File: src/rtl/dram_ctrl_pkg.sv
// Purpose: shared constants and types for the 64k x 1 dram controller
// Assumes: 20 MHz system clock; memory pins sampled as synchronous
// Notes:   times are kept in their own units, cycle counts derived
package dram_ctrl_pkg;

	localparam int CLK_PERIOD_NS      = 50;
	localparam int ROW_BITS           = 8;
	localparam int COL_BITS           = 8;
	localparam int ADDR_BITS          = ROW_BITS + COL_BITS;
	localparam int CNT_BITS           = 8;
	localparam int TIMER_BITS         = 16;

	// power-up and refresh budget
	localparam int INIT_PAUSE_US      = 200;
	localparam int INIT_RAS_CYCLES    = 8;
	localparam int INIT_REFRESH_REQUEST_N_CYCLES   = 8;
	localparam int REFRESH_INTERVAL_MS = 2;
	localparam int REFRESH_ROWS       = 128;
	localparam int REFRESH_SLOT_NS    =
		REFRESH_INTERVAL_MS * 1000000 / REFRESH_ROWS;

	// slower grade, then faster grade, in ns
	localparam int RC_NS_SLOW   = 330;
	localparam int RC_NS_FAST   = 270;
	localparam int RAC_NS_SLOW  = 200;
	localparam int RAC_NS_FAST  = 150;
	localparam int CAC_NS_SLOW  = 135;
	localparam int CAC_NS_FAST  = 100;
	localparam int RASW_NS_SLOW = 200;
	localparam int RASW_NS_FAST = 150;
	localparam int CASW_NS_SLOW = 135;
	localparam int CASW_NS_FAST = 100;
	localparam int RP_NS_SLOW   = 120;
	localparam int RP_NS_FAST   = 100;
	localparam int RAH_NS_SLOW  = 20;
	localparam int RAH_NS_FAST  = 15;
	localparam int FP_NS_SLOW   = 200;
	localparam int FP_NS_FAST   = 150;
	localparam int FI_NS_SLOW   = 120;
	localparam int FI_NS_FAST   = 100;
	localparam int FC_NS_SLOW   = 330;
	localparam int FC_NS_FAST   = 270;

	typedef struct packed {
		logic                 write;
		logic [ADDR_BITS-1:0] addr;
		logic                 wdata;
	} mem_req_t;

	typedef struct packed {
		logic                ras_n;
		logic                cas_n;
		logic                we_n;
		logic                refresh_request_n;
		logic [ROW_BITS-1:0] mux_address_lines;
		logic                din;
	} dram_pins_t;

	localparam dram_pins_t PINS_IDLE = '{1'b1, 1'b1, 1'b1, 1'b1, 8'h00, 1'b0};

	typedef enum {ST_INIT_WAIT, ST_IDLE, ST_ACCESS, ST_REFRESH} ctrl_state_t;
	typedef enum logic [1:0] {KIND_READ, KIND_WRITE, KIND_RAS_ONLY}
		cycle_kind_t;

	// least time: round up, never below one cycle
	function automatic int ns_to_cyc_min(input int ns);
		int c;
		c = (ns + CLK_PERIOD_NS - 1) / CLK_PERIOD_NS;
		return (c < 1) ? 1 : c;
	endfunction

	function automatic int imax(input int a, input int b);
		return (a > b) ? a : b;
	endfunction

endpackage

File: src/rtl/dram_ctrl.sv
// Purpose: host controller driving a 64k x 1 multiplexed-address dram
// Assumes: dout_i is synchronous to clk_sys_i; one outstanding access
// Notes:   random cycles only, refresh by the refresh request pin
// What this block does
// - refresh request at least 128 times per 2 ms
// - 200 us pause then 8 row-strobe cycles
// - 8 refresh request cycles before relying on counter
// - refresh request pin idle high when unused
// - read keeps write select high after strobes rise
// - random cycle starts spaced by cycle period
// - page mode precharge and cycle minimums; no page mode here, one column strobe per row cycle
// - refresh pin strobe timings only for counter tests
// - row-strobe-only cycle refreshes row, output idle
// - write select high reads, low writes
`timescale 1ns/1ps
module dram_ctrl
	import dram_ctrl_pkg::*;
#(
	parameter bit FAST_GRADE      = 1'b0,
	parameter int INIT_WAIT_CYC   = ns_to_cyc_min(INIT_PAUSE_US * 1000),
	parameter int REFRESH_GAP_CYC = REFRESH_SLOT_NS / CLK_PERIOD_NS
) (
	input  wire logic       clk_sys_i,
	input  wire logic       rst_n_i,
	input  wire logic       req_valid_i,
	input  wire mem_req_t   req_i,
	input  wire logic       dout_i,
	output logic            req_ready_o,
	output logic            rsp_valid_o,
	output logic            rsp_rdata_o,
	output logic            init_done_o,
	output dram_pins_t      dram_o
);

	// pick the grade's figure and round it up to whole cycles
	function automatic int grade_cyc(input int fast_ns, input int slow_ns);
		return ns_to_cyc_min(FAST_GRADE ? fast_ns : slow_ns);
	endfunction

	localparam int RC_CYC   = grade_cyc(RC_NS_FAST, RC_NS_SLOW);
	localparam int RAC_CYC  = grade_cyc(RAC_NS_FAST, RAC_NS_SLOW);
	localparam int CAC_CYC  = grade_cyc(CAC_NS_FAST, CAC_NS_SLOW);
	localparam int RASW_CYC = grade_cyc(RASW_NS_FAST, RASW_NS_SLOW);
	localparam int CASW_CYC = grade_cyc(CASW_NS_FAST, CASW_NS_SLOW);
	localparam int RP_CYC   = grade_cyc(RP_NS_FAST, RP_NS_SLOW);
	localparam int RAH_CYC  = grade_cyc(RAH_NS_FAST, RAH_NS_SLOW);
	localparam int FP_CYC   = grade_cyc(FP_NS_FAST, FP_NS_SLOW);
	localparam int FI_CYC   = grade_cyc(FI_NS_FAST, FI_NS_SLOW);
	localparam int FC_CYC   = grade_cyc(FC_NS_FAST, FC_NS_SLOW);

	// edge numbers counted from the row strobe fall at edge 0
	localparam int C_COL    = RAH_CYC;
	localparam int C_CAS    = C_COL + 1;
	localparam int C_END    = imax(imax(C_CAS + CAC_CYC, RAC_CYC),
		imax(C_CAS + CASW_CYC, RASW_CYC));
	localparam int C_DONE   = imax(C_END + RP_CYC, RC_CYC) - 1;
	localparam int C_FDONE  = imax(FP_CYC + FI_CYC, FC_CYC) - 1;

	localparam logic [CNT_BITS-1:0] E_COL   = CNT_BITS'(C_COL - 1);
	localparam logic [CNT_BITS-1:0] E_CAS   = CNT_BITS'(C_CAS - 1);
	localparam logic [CNT_BITS-1:0] E_END   = CNT_BITS'(C_END - 1);
	localparam logic [CNT_BITS-1:0] E_DONE  = CNT_BITS'(C_DONE - 1);
	localparam logic [CNT_BITS-1:0] E_FP    = CNT_BITS'(FP_CYC - 1);
	localparam logic [CNT_BITS-1:0] E_FDONE = CNT_BITS'(C_FDONE - 1);
	localparam logic [TIMER_BITS-1:0] INIT_LAST = TIMER_BITS'(INIT_WAIT_CYC - 1);
	localparam logic [TIMER_BITS-1:0] REF_LAST  = TIMER_BITS'(REFRESH_GAP_CYC - 1);
	localparam logic [3:0] RAS_INIT_RST  = 4'(INIT_RAS_CYCLES);
	localparam logic [3:0] REFRESH_REQUEST_N_INIT_RST = 4'(INIT_REFRESH_REQUEST_N_CYCLES);

	ctrl_state_t            state_r;
	ctrl_state_t            state_nxt;
	cycle_kind_t            kind_r;
	cycle_kind_t            kind_nxt;
	mem_req_t               req_r;
	mem_req_t               req_nxt;
	dram_pins_t             dram_r;
	dram_pins_t             dram_nxt;
	logic [CNT_BITS-1:0]    cnt_r;
	logic [CNT_BITS-1:0]    cnt_nxt;
	logic [TIMER_BITS-1:0]  init_cnt_r;
	logic [TIMER_BITS-1:0]  init_cnt_nxt;
	logic [TIMER_BITS-1:0]  ref_cnt_r;
	logic [3:0]             ras_left_r;
	logic [3:0]             ras_left_nxt;
	logic [3:0]             refresh_request_n_left_r;
	logic [3:0]             refresh_request_n_left_nxt;
	logic                   ref_pend_r;
	logic                   ref_pend_nxt;
	logic                   take_ref;
	logic                   rsp_r;
	logic                   rsp_nxt;
	logic                   rdata_r;
	logic                   rdata_nxt;
	logic                   ready_r;
	logic                   ready_nxt;
	logic                   init_done_r;
	logic                   init_done_nxt;

	wire ref_tick     = (ref_cnt_r == REF_LAST);
	wire accept       = req_valid_i && ready_r;
	wire strobe_cycle = (kind_r != KIND_RAS_ONLY);

	// free-running slot timer; a late slot never pushes the next one back
	assign ref_pend_nxt = ref_tick || (ref_pend_r && !take_ref);
	assign init_done_nxt = (state_nxt != ST_INIT_WAIT) &&
		(ras_left_nxt == 4'h0) && (refresh_request_n_left_nxt == 4'h0);
	assign ready_nxt = (state_nxt == ST_IDLE) && init_done_nxt &&
		!ref_pend_nxt;

	always_comb begin
		state_nxt     = state_r;
		kind_nxt      = kind_r;
		req_nxt       = req_r;
		dram_nxt      = dram_r;
		cnt_nxt       = cnt_r + 8'h01;
		init_cnt_nxt  = init_cnt_r;
		ras_left_nxt  = ras_left_r;
		refresh_request_n_left_nxt = refresh_request_n_left_r;
		take_ref      = 1'b0;
		rsp_nxt       = 1'b0;
		rdata_nxt     = rdata_r;
		case (state_r)
			ST_INIT_WAIT: begin
				dram_nxt = PINS_IDLE;
				if (init_cnt_r == INIT_LAST) begin
					state_nxt = ST_IDLE;
				end else begin
					init_cnt_nxt = init_cnt_r + 16'h0001;
				end
			end
			ST_IDLE: begin
				cnt_nxt  = 8'h00;
				dram_nxt = PINS_IDLE;
				if (ras_left_r != 4'h0) begin
					state_nxt    = ST_ACCESS;
					kind_nxt     = KIND_RAS_ONLY;
					ras_left_nxt = ras_left_r - 4'h1;
					dram_nxt.ras_n = 1'b0;
					dram_nxt.mux_address_lines = {1'b0, 7'(ras_left_r)};
				end else if ((refresh_request_n_left_r != 4'h0) || ref_pend_r) begin
					state_nxt = ST_REFRESH;
					// row strobe already high, so this starts a refresh
					// plain refresh only, so counter-test set-ups do not apply
					dram_nxt.refresh_request_n = 1'b0;
					if (refresh_request_n_left_r != 4'h0) begin
						refresh_request_n_left_nxt = refresh_request_n_left_r - 4'h1;
					end else begin
						take_ref = 1'b1;
					end
				end else if (accept) begin
					state_nxt = ST_ACCESS;
					kind_nxt  = req_i.write ? KIND_WRITE : KIND_READ;
					req_nxt   = req_i;
					dram_nxt.ras_n = 1'b0;
					dram_nxt.mux_address_lines =
						req_i.addr[ADDR_BITS-1:COL_BITS];
				end
			end
			ST_ACCESS: begin
				if ((cnt_r == E_COL) && strobe_cycle) begin
					dram_nxt.mux_address_lines =
						req_r.addr[COL_BITS-1:0];
					// only early writes: avoids the undefined output case
					if (kind_r == KIND_WRITE) begin
						dram_nxt.we_n = 1'b0;
						dram_nxt.din  = req_r.wdata;
					end
				end
				// one column strobe per row cycle: no page mode precharge
				if ((cnt_r == E_CAS) && strobe_cycle) begin
					dram_nxt.cas_n = 1'b0;
				end
				if (cnt_r == E_END) begin
					dram_nxt = PINS_IDLE;
					if (kind_r == KIND_READ) begin
						rsp_nxt   = 1'b1;
						rdata_nxt = dout_i;
					end
				end
				if (cnt_r == E_DONE) begin
					state_nxt = ST_IDLE;
				end
			end
			ST_REFRESH: begin
				if (cnt_r == E_FP) begin
					dram_nxt.refresh_request_n = 1'b1;
				end
				if (cnt_r == E_FDONE) begin
					state_nxt = ST_IDLE;
				end
			end
			default: begin
				state_nxt = ST_INIT_WAIT;
			end
		endcase
	end

	always_ff @(posedge clk_sys_i or negedge rst_n_i) begin
		if (!rst_n_i) begin
			state_r     <= ST_INIT_WAIT;
			kind_r      <= KIND_READ;
			req_r       <= '0;
			dram_r      <= PINS_IDLE;
			cnt_r       <= 8'h00;
			init_cnt_r  <= 16'h0000;
			ras_left_r  <= RAS_INIT_RST;
			refresh_request_n_left_r <= REFRESH_REQUEST_N_INIT_RST;
		end else begin
			state_r     <= state_nxt;
			kind_r      <= kind_nxt;
			req_r       <= req_nxt;
			dram_r      <= dram_nxt;
			cnt_r       <= cnt_nxt;
			init_cnt_r  <= init_cnt_nxt;
			ras_left_r  <= ras_left_nxt;
			refresh_request_n_left_r <= refresh_request_n_left_nxt;
		end
	end

	always_ff @(posedge clk_sys_i or negedge rst_n_i) begin
		if (!rst_n_i) begin
			ref_cnt_r   <= 16'h0000;
			ref_pend_r  <= 1'b0;
			rsp_r       <= 1'b0;
			rdata_r     <= 1'b0;
			ready_r     <= 1'b0;
			init_done_r <= 1'b0;
		end else begin
			ref_cnt_r   <= ref_tick ? 16'h0000 : ref_cnt_r + 16'h0001;
			ref_pend_r  <= ref_pend_nxt;
			rsp_r       <= rsp_nxt;
			rdata_r     <= rdata_nxt;
			ready_r     <= ready_nxt;
			init_done_r <= init_done_nxt;
		end
	end

	assign req_ready_o = ready_r;
	assign rsp_valid_o = rsp_r;
	assign rsp_rdata_o = rdata_r;
	assign init_done_o = init_done_r;
	assign dram_o      = dram_r;

endmodule

File: config.mk
export PLATFORM = sky130hd
export DESIGN_NAME = dram_ctrl
export DESIGN_NICKNAME = d
export VERILOG_FILES = /design/src/rtl/dram_ctrl_pkg.sv /design/src/rtl/dram_ctrl.sv
export SDC_FILE = /design/constraint.sdc
export NUM_CORES = 1
export LEC_CHECK = 0
export CORE_MARGIN = 4
export CORE_UTILIZATION = 57
export DETAILED_ROUTE_END_ITERATION = 8
export DONT_BUFFER_PORTS = 1
export MAX_ROUTING_LAYER = met4
export PLACE_DENSITY = 0.75
export SLEW_MARGIN = 20
export SYNTH_ARGS = -nofsm -noshare
export SYNTH_HDL_FRONTEND = slang
export SYNTH_SLANG_ARGS = --single-unit
File: constraint.sdc
create_clock -name clk_sys_i -period 3.8 [get_ports clk_sys_i]
set_input_delay 0.19 -clock clk_sys_i [delete_from_list [all_inputs] [get_ports clk_sys_i]]
set_output_delay 0.19 -clock clk_sys_i [all_outputs]
set_load 0.03 [all_outputs]
==> impl_summary.md, run 1 <==
Clocking
The clock root buffer master is sky130_fd_sc_hd__clkbuf_8. TritonCTS built the clock tree. Clock-pin slew was measured on the worst setup and hold paths at 0.10 ns.

For this design, the sink count on the clock tree is 109. The clock passes through at most 2 buffers. The number of buffers created by CTS is 9. The number of H-tree levels is 3. The number of gates resized after CTS was 0. The worst-skew pair later-pin latency is 0.37 ns.

STA
The number of slew-limit violations in the final report is 0. The sum of negative setup slack is 0 ns. The relative max-transition margin is 52.2%. The total of endpoints with negative setup slack in the final report is 0.

The highest clock rate is 334 MHz. The largest clock skew in the final design is 0.0120 ns. The post-route worst hold slack is 0.0451 ns.

The final hold violation count is 0. For the pin with the worst max-slew slack, the measured transition is 0.710 ns. Setup repair after global routing left no endpoint under its margin. The clock period minus final worst setup slack is 3.00 ns. Of the available clock period, the critical path in the final layout requires 78.9%.

Drt
The number of optimization iterations in the first detailed-route pass is 4. The detail-routed via count per cell is 5.61. The final antenna-violating net count is 0.

The routed wirelength normalized by instance count is 15.2 um. Wires add up to 8540 um. The via total after detailed routing is 3,158. The post-detailed-route DRC marker count is 0. The number of DRC markers after the initial detailed-route iteration is 129.

Run
The tool flagged a number of max-cap violations equal to 0.

Power and ir drop
For this design the ratio of total power to cell area is 359 mW/mm^2. The overall power consumption is 1.89 mW. The peak supply drop is 0.000220 V. For this design the static power due to leakage is 2.45 nW.

Synth
The total standard cell area after synthesis is 0.00469 mm^2. The post-synthesis cell count is 410. Yosys mapped a number of flops with a built-in enable equal to 0.

Sorting the synthesized cells by area gives the leading types as sky130_fd_sc_hd__dfrtp_1 55%, sky130_fd_sc_hd__xor2_1 4.1%, sky130_fd_sc_hd__dfstp_2 3.4%. During synthesis, Yosys emitted a total of 0 warnings. A synthesized cell averages 11.4 um^2.

The flop and latch count out of synthesis is 109. For this run, the register share of the synthesized area comes to 58.3%. For this run, asynchronously set or reset flops after synthesis account for 100%.

The biggest area contributor in the post-synthesis netlist is sky130_fd_sc_hd__dfrtp_1. The most used flip-flop cell after synthesis is sky130_fd_sc_hd__dfrtp_1. The netlist uses 58 different library cells.

The synthesized design devotes to its leading area cell type 54.9% of total area.

Place
The HPWL after detailed placement is 5840 um. After detailed placement, the total cell area comes to 0.00490 mm^2. Routability-driven placement finished with a final weighted congestion of 0.876.

The number of buffers added on ports is 0.

Worst setup path
The critical path in this run is classified as reg2reg. The kind of launch point of the worst setup path is a flip-flop. In this run the worst path has a maximum fanout of 16. Measured in cells, the most critical reg-to-reg path has a length of 8.

The worst setup path is captured at a flip-flop. The endpoint arrival time on the critical path is 3.29 ns. The endpoint required time on the critical path is 4.09 ns.

Min path
The class of the tightest hold or removal check is in2reg. Counting instances, the worst hold path has a depth of 2.

Layout
Cells with a size suffix above 1 make up 11.7% of the layout. The finished cells cover 0.00525 mm^2. The utilization after layout is 66.8%.

The area overhead of the layout relative to synthesis is 11.8%. The number of antenna repair diodes is 0. The fill cell instance count of the final layout is 609. In the final design database the tool counted 487 nets.

Floorplan
The die covers 0.00975 mm^2. The chip height is 98.7 um. The starting density of the core is 59.8%. The number of cell rows is 32. 39 I/O pins were placed. The die is 98.7 um wide.

The floorplan core area is 0.00785 mm^2.

Global routing
The total global-route track usage is 19.1%. The largest net degree at the start of global routing is 110. The total global routing overflow is 0. The number of antenna violations at the first check in global routing is 0. The via count of the first global-routing pass came to 3,197. The wire length of the first global-routing pass is 14,800 um.

Status
The run finished with clean final reports.
## stage by stage
step,setup slack (ns),cells
3_5_place_dp,0.790,534
4_1_cts,0.809,563
2_1_floorplan,1.09,439
3_3_place_gp,0.917,534
6_report,0.802,563
5_1_grt,0.575,563
## per-layer routing
metal  vias up  global-route usage (%)  share of wire, %
met5         -                       -                 0
met4         0                    5.78               1.6
met3        13                    3.89               5.2
met2        81                    31.2                50
met1      1551                    24.1                43
li1       1513                       -                 -
## state kept, by name, summed over array words and instances, names as in the netlist
signal	count
state_r	32
init_cnt_r	16
ref_cnt_r	16
dram_o	13
req_r	9
cnt_r	8
ras_left_r	4
refresh_request_n_left_r	4
kind_r	2
init_done_o	1
ref_pend_r	1
req_ready_o	1
rsp_rdata_o	1
rsp_valid_o	1
## Yosys cell counts, drive strengths merged, types with 5 or more instances
library cell  number
o21ai             15
nor4              20
and2               5
and3               8
nand3             24
inv               16
a21oi              8
xnor2             15
xor2              22
ha                 9
nand4              7
nor3              12
dfrtp            103
nand2             33
buf                6
dfstp              6
nor2              31
mux2              13
## area by class of cell
type	count	area (um^2)	share of cell area, %
flip-flops and latches	109	2740	52.1
multi-input cells	304	1960	37.4
repair buffers	16	170	3.24
well taps	102	128	2.43
clock buffers	9	124	2.36
clock inverters	7	65.1	1.24
inverters	16	60.1	1.15
## cells by family (layout without fill, tap and decap cells)
logic type | count (synthesis) | after routing | synth area share [%]
other cells | 1 | 30 | 0.0799
flops | 109 | 109 | 58.3
xor+xnor | 37 | 37 | 7.06
compound gates | 51 | 51 | 7.33
buf+inv | 26 | 48 | 2.51
simple gates | 163 | 163 | 19.0
mux | 14 | 14 | 3.33
fa+ha+maj | 9 | 9 | 2.40
## path summary, 6_finish.rpt
kind,startpoint,slack (ns),to
setup / recovery,ras_left_r[0],0.80,init_cnt_r[14]
hold / removal,req_i[13],0.05,dram_o[5]
setup reg to reg,ras_left_r[0],0.80,init_cnt_r[14]
hold reg to reg,ref_cnt_r[15],0.48,ref_cnt_r[15]
max in group asynchronous,rst_n_i,2.97,dram_o[9]
min in group asynchronous,rst_n_i,0.43,init_cnt_r[13]
## cell usage in the layout (no fill, tap or decap), types with 6 or more instances in the layout
master and count:
sky130_fd_sc_hd__nand2_1 33, sky130_fd_sc_hd__nor2_1 31, sky130_fd_sc_hd__inv_1 16, sky130_fd_sc_hd__conb_1 30
sky130_fd_sc_hd__o21ai_0 14, sky130_fd_sc_hd__a21oi_1 8, sky130_fd_sc_hd__dfrtp_1 103, sky130_fd_sc_hd__clkbuf_8 9
sky130_fd_sc_hd__dlygate4sd3_1 12, sky130_fd_sc_hd__nand3_1 24, sky130_fd_sc_hd__xnor2_1 14, sky130_fd_sc_hd__nand4_1 7
sky130_fd_sc_hd__ha_1 9, sky130_fd_sc_hd__mux2_2 13, sky130_fd_sc_hd__nor4_1 17, sky130_fd_sc_hd__dfstp_2 6
sky130_fd_sc_hd__and3_1 7, sky130_fd_sc_hd__xor2_1 22, sky130_fd_sc_hd__nor3_1 11
## where the power goes
group          switching [mW]  total (mW)  internal [mW]  leakage [nW]
logic                  0.0275      0.0400         0.0125         0.996
clock network           0.410       0.665          0.255        0.0943
registers             0.00490        1.18           1.18          1.36
total                   0.442        1.89           1.44          2.45
## critical path, stage by stage, from the launching register on
cell and delay [ns]:
sky130_fd_sc_hd__dfrtp_1 0.44, sky130_fd_sc_hd__inv_1 0.11, sky130_fd_sc_hd__ha_1 0.26, sky130_fd_sc_hd__nor3b_2 0.48, sky130_fd_sc_hd__nand4_1 0.15, sky130_fd_sc_hd__and3_2 0.26, sky130_fd_sc_hd__or4_4 0.64, sky130_fd_sc_hd__nor4_1 0.41
sky130_fd_sc_hd__xor2_1 0.19
## timing repair
action	4_1_cts	5_1_grt
hold endpoints to repair	120	0
buffers inserted	0	0
hold buffers	13	0
No activity file was read; power rests on OpenSTA's default activity.
==> inputs of run 2 (changes only) <==
--- a/config.mk
+++ b/config.mk
@@ -10,7 +10,7 @@
 export DETAILED_ROUTE_END_ITERATION = 8
 export DONT_BUFFER_PORTS = 1
 export MAX_ROUTING_LAYER = met4
-export PLACE_DENSITY = 0.75
+export PLACE_DENSITY = 0.78
 export SLEW_MARGIN = 20
 export SYNTH_ARGS = -nofsm -noshare
 export SYNTH_HDL_FRONTEND = slang
==> constraint.sdc (replaced) <==
create_clock -name clk_sys_i -period 2.7 [get_ports clk_sys_i]
set_input_delay 0.135 -clock clk_sys_i [delete_from_list [all_inputs] [get_ports clk_sys_i]]
set_output_delay 0.135 -clock clk_sys_i [all_outputs]
set_load 0.03 [all_outputs]
==> run 2 against run 1 <==
The flow now finishes with violations (setup timing). Maximum frequency up 8.2%. Critical path depth grew 1. Global-route usage grew 1.1 points.
==> impl_summary.md, run 2 (synthesis gave the netlist of run 1 again) <==
Layout
In the layout the commonest cells are 103 x sky130_fd_sc_hd__dfrtp_1, 33 x sky130_fd_sc_hd__nand2_1, 30 x sky130_fd_sc_hd__conb_1. The largest registers in the layout are state_r x32, init_cnt_r x16, ref_cnt_r x16. The post-route standard cell area excluding fillers is 0.00554 mm^2. The register with the most flip-flops in the layout has 32 of them.

The register bank with the most flops is state_r. Excluding fillers, the count of instances in the completed layout stands at 586. The share of post-route cells with drive strength above 1 is 17.6%. The area overhead of the layout relative to synthesis is 18.0%. The number of antenna repair diodes is 0. The fill cell instance count of the final layout is 537.

The net count reported at finish is 510. The most common library cell in the layout ignoring fill and taps is sky130_fd_sc_hd__dfrtp_1.

STA
For the pin with the worst max-slew slack, the measured transition is 1.08 ns. Setup repair after global routing could not meet its margin everywhere. The worst pin sits at a relative slew slack of 26.8%. The largest clock skew in the final design is 0.00788 ns. The highest clock rate is 361 MHz.

The final hold violation count is 0. The number of slew-limit violations in the final report came to 0. The routed design could run at a clock period as short as 2.77 ns. After layout, the worst path uses 103% of the clock period. The total of endpoints with negative setup slack in the final report is 9. The minimum setup slack in the final design is -0.0714 ns.

Global routing
The total global routing overflow is 0. The first global-routing pass estimated 15,700 um of wire. Global routing consumed, over all layers together, 20.2% of the routing resources.

The number of antenna violations at the first check in global routing is 0. The largest net degree at the start of global routing is 110. The via count of the first global-routing pass is 3,364.

Drt
The number of DRC markers after the initial detailed-route iteration is 178. After detailed routing, the total wire length is 9220 um. The number of optimization iterations in the first detailed-route pass is 4. After detailed routing, the average wire length per cell comes to 15.7 um. Across all layers, the routed design uses 3,272 vias. Dividing the detail-routed via count by the number of cells gives 5.58. The post-detailed-route DRC marker count is 0. The final antenna-violating net count is 0.

Worst setup path
The kind of cell with the highest combined delay along the critical path is simple AND/OR/NAND/NOR gates. The cell with the largest stage delay on the worst path is sky130_fd_sc_hd__or4_4. For the worst setup path, the data arrival time is 3.04 ns. In this design, the stage delay of the slowest critical-path cell is 0.62 ns.

The worst setup path is launched from a flip-flop. The endpoint required time on the critical path is 2.97 ns. The beginning of the critical path is refresh_request_n_left_r[1].

Together, buffers and inverters on the worst path number 3. The critical path class is reg2reg. The startpoint identified for the worst register-to-register timing path is refresh_request_n_left_r[1].

The largest fanout of any net on the critical path is 8. The endpoint kind of the worst setup timing path is a flip-flop. The signal on the critical path passes through inv_2, ha_4, or4b_4, o211ai_1, nand2_1, or4_4, buf_8, buf_6, mux2_2.

Power and ir drop
For this design the total switching power over the nets is 673 uW. For this design the static power due to leakage is 2.59 nW. The part of the total power dissipated in sequential elements is 60.9%. Per report_power, the clock group accounts for 36.8% of the total. VDD sags by at most 0.000307 V. The ratio of total power to cell area is 492 mW/mm^2. The internal portion of the total power is 2.05 mW. The switching share of power is 24.7%. The part of the total power dissipated in combinational logic is 2.3%. The overall power consumption is 2.73 mW.

Floorplan
The floorplan step defined a die boundary enclosing 0.00975 mm^2. The initialized floorplan defines 32 standard-cell rows. The starting density of the core is 59.8%. The die is 98.7 um tall. The chip width is 98.7 um. During I/O placement, the number of pins put on the boundary was 39. The floorplan core area is 0.00785 mm^2.

Clocking
The clock edge transition at the registers on the reported setup and hold paths is 0.11 ns. The CTS tree is yes. The number of buffers created by CTS is 9.

The clock root buffer master is sky130_fd_sc_hd__clkbuf_8. The number of H-tree levels is 3. The worst-skew pair later-pin latency is 0.38 ns.

The number of buffers on the longest clock path is 2. The tree built by TritonCTS fans out to 109 sinks.

Status
The final reports fail on setup timing. The run finished, with violations left.

Place
The HPWL after detailed placement is 6020 um. In this run, placement finished with an instance count of 543. The number of buffers added on ports is 0. The final estimated routing congestion in global placement is 0.837.

After detailed placement, the total cell area comes to 0.00497 mm^2.

Min path
The startpoint identified for the worst hold timing path is req_i[15]. The class of the tightest hold or removal check is in2reg.

Run
The number of maximum-capacitance constraint violations is 0.
[run 2: metal layers]
metal | up-vias | routed length [um] | global-route usage (%)
met5 | - | 0 | -
met4 | 0 | 151 | 5.15
met3 | 16 | 514 | 5.66
met2 | 85 | 4710 | 32.0
met1 | 1609 | 3850 | 25.8
li1 | 1562 | - | -
[run 2: power by group through the flow]
stage          Sequential, mW  Clock [mW]  Combinational, mW
6_report                 1.66        1.00             0.0626
5_1_grt                  1.66        1.10             0.0747
4_1_cts                  1.66        1.03             0.0638
3_5_place_dp             1.69           0            0.00722
3_3_place_gp             1.69           0            0.00718
2_1_floorplan            1.69           0            0.00665
[run 2: what timing repair did]
action	4_1_cts	5_1_grt
hold endpoints to repair	125	0
setup buffers	0	9
gates resized for setup	3	20
hold buffers	18	0
pin swaps	1	7
endpoints found under the setup margin	4	16
[run 2: path summary, 6_finish.rpt]
kind / end / slack [ns] / cells past startpoint
worst max-delay path: init_cnt_r[1] / -0.07 / 9
worst min-delay path: dram_o[7] / 0.02 / 2
worst max register to register: init_cnt_r[1] / -0.07 / 9
worst min register to register: init_cnt_r[11] / 0.47 / 1
max in group asynchronous: refresh_request_n_left_r[3] / 1.93 / 2
min in group asynchronous: cnt_r[1] / 0.39 / 2
[run 2: final cells by class]
class                      instances  area [um^2]  area share, %
tap                              102          128           2.30
inverter                          16         60.1           1.08
timing repair buffer              39          367           6.62
multi-input combinational        304         2040           36.9
clock inverter                     7         83.8           1.51
sequential                       109         2740           49.4
clock buffer                       9          124           2.24
[run 2: through the flow]
| step | utilization [%] | hold slack (ns) | setup WS (ns) | setup TNS, ns |
|---|---|---|---|---|
| global placement | 63.4 | -0.157 | 0.119 | 0 |
| finish | 70.6 | 0.0187 | -0.0714 | -0.255 |
| detailed placement | 63.4 | -0.158 | -0.00711 | -0.00711 |
| CTS | 68.7 | 0.0167 | -0.0342 | -0.0707 |
| global route | 70.6 | 0.0134 | -0.162 | -1.76 |
| floorplan | - | -0.161 | 0.0488 | 0 |
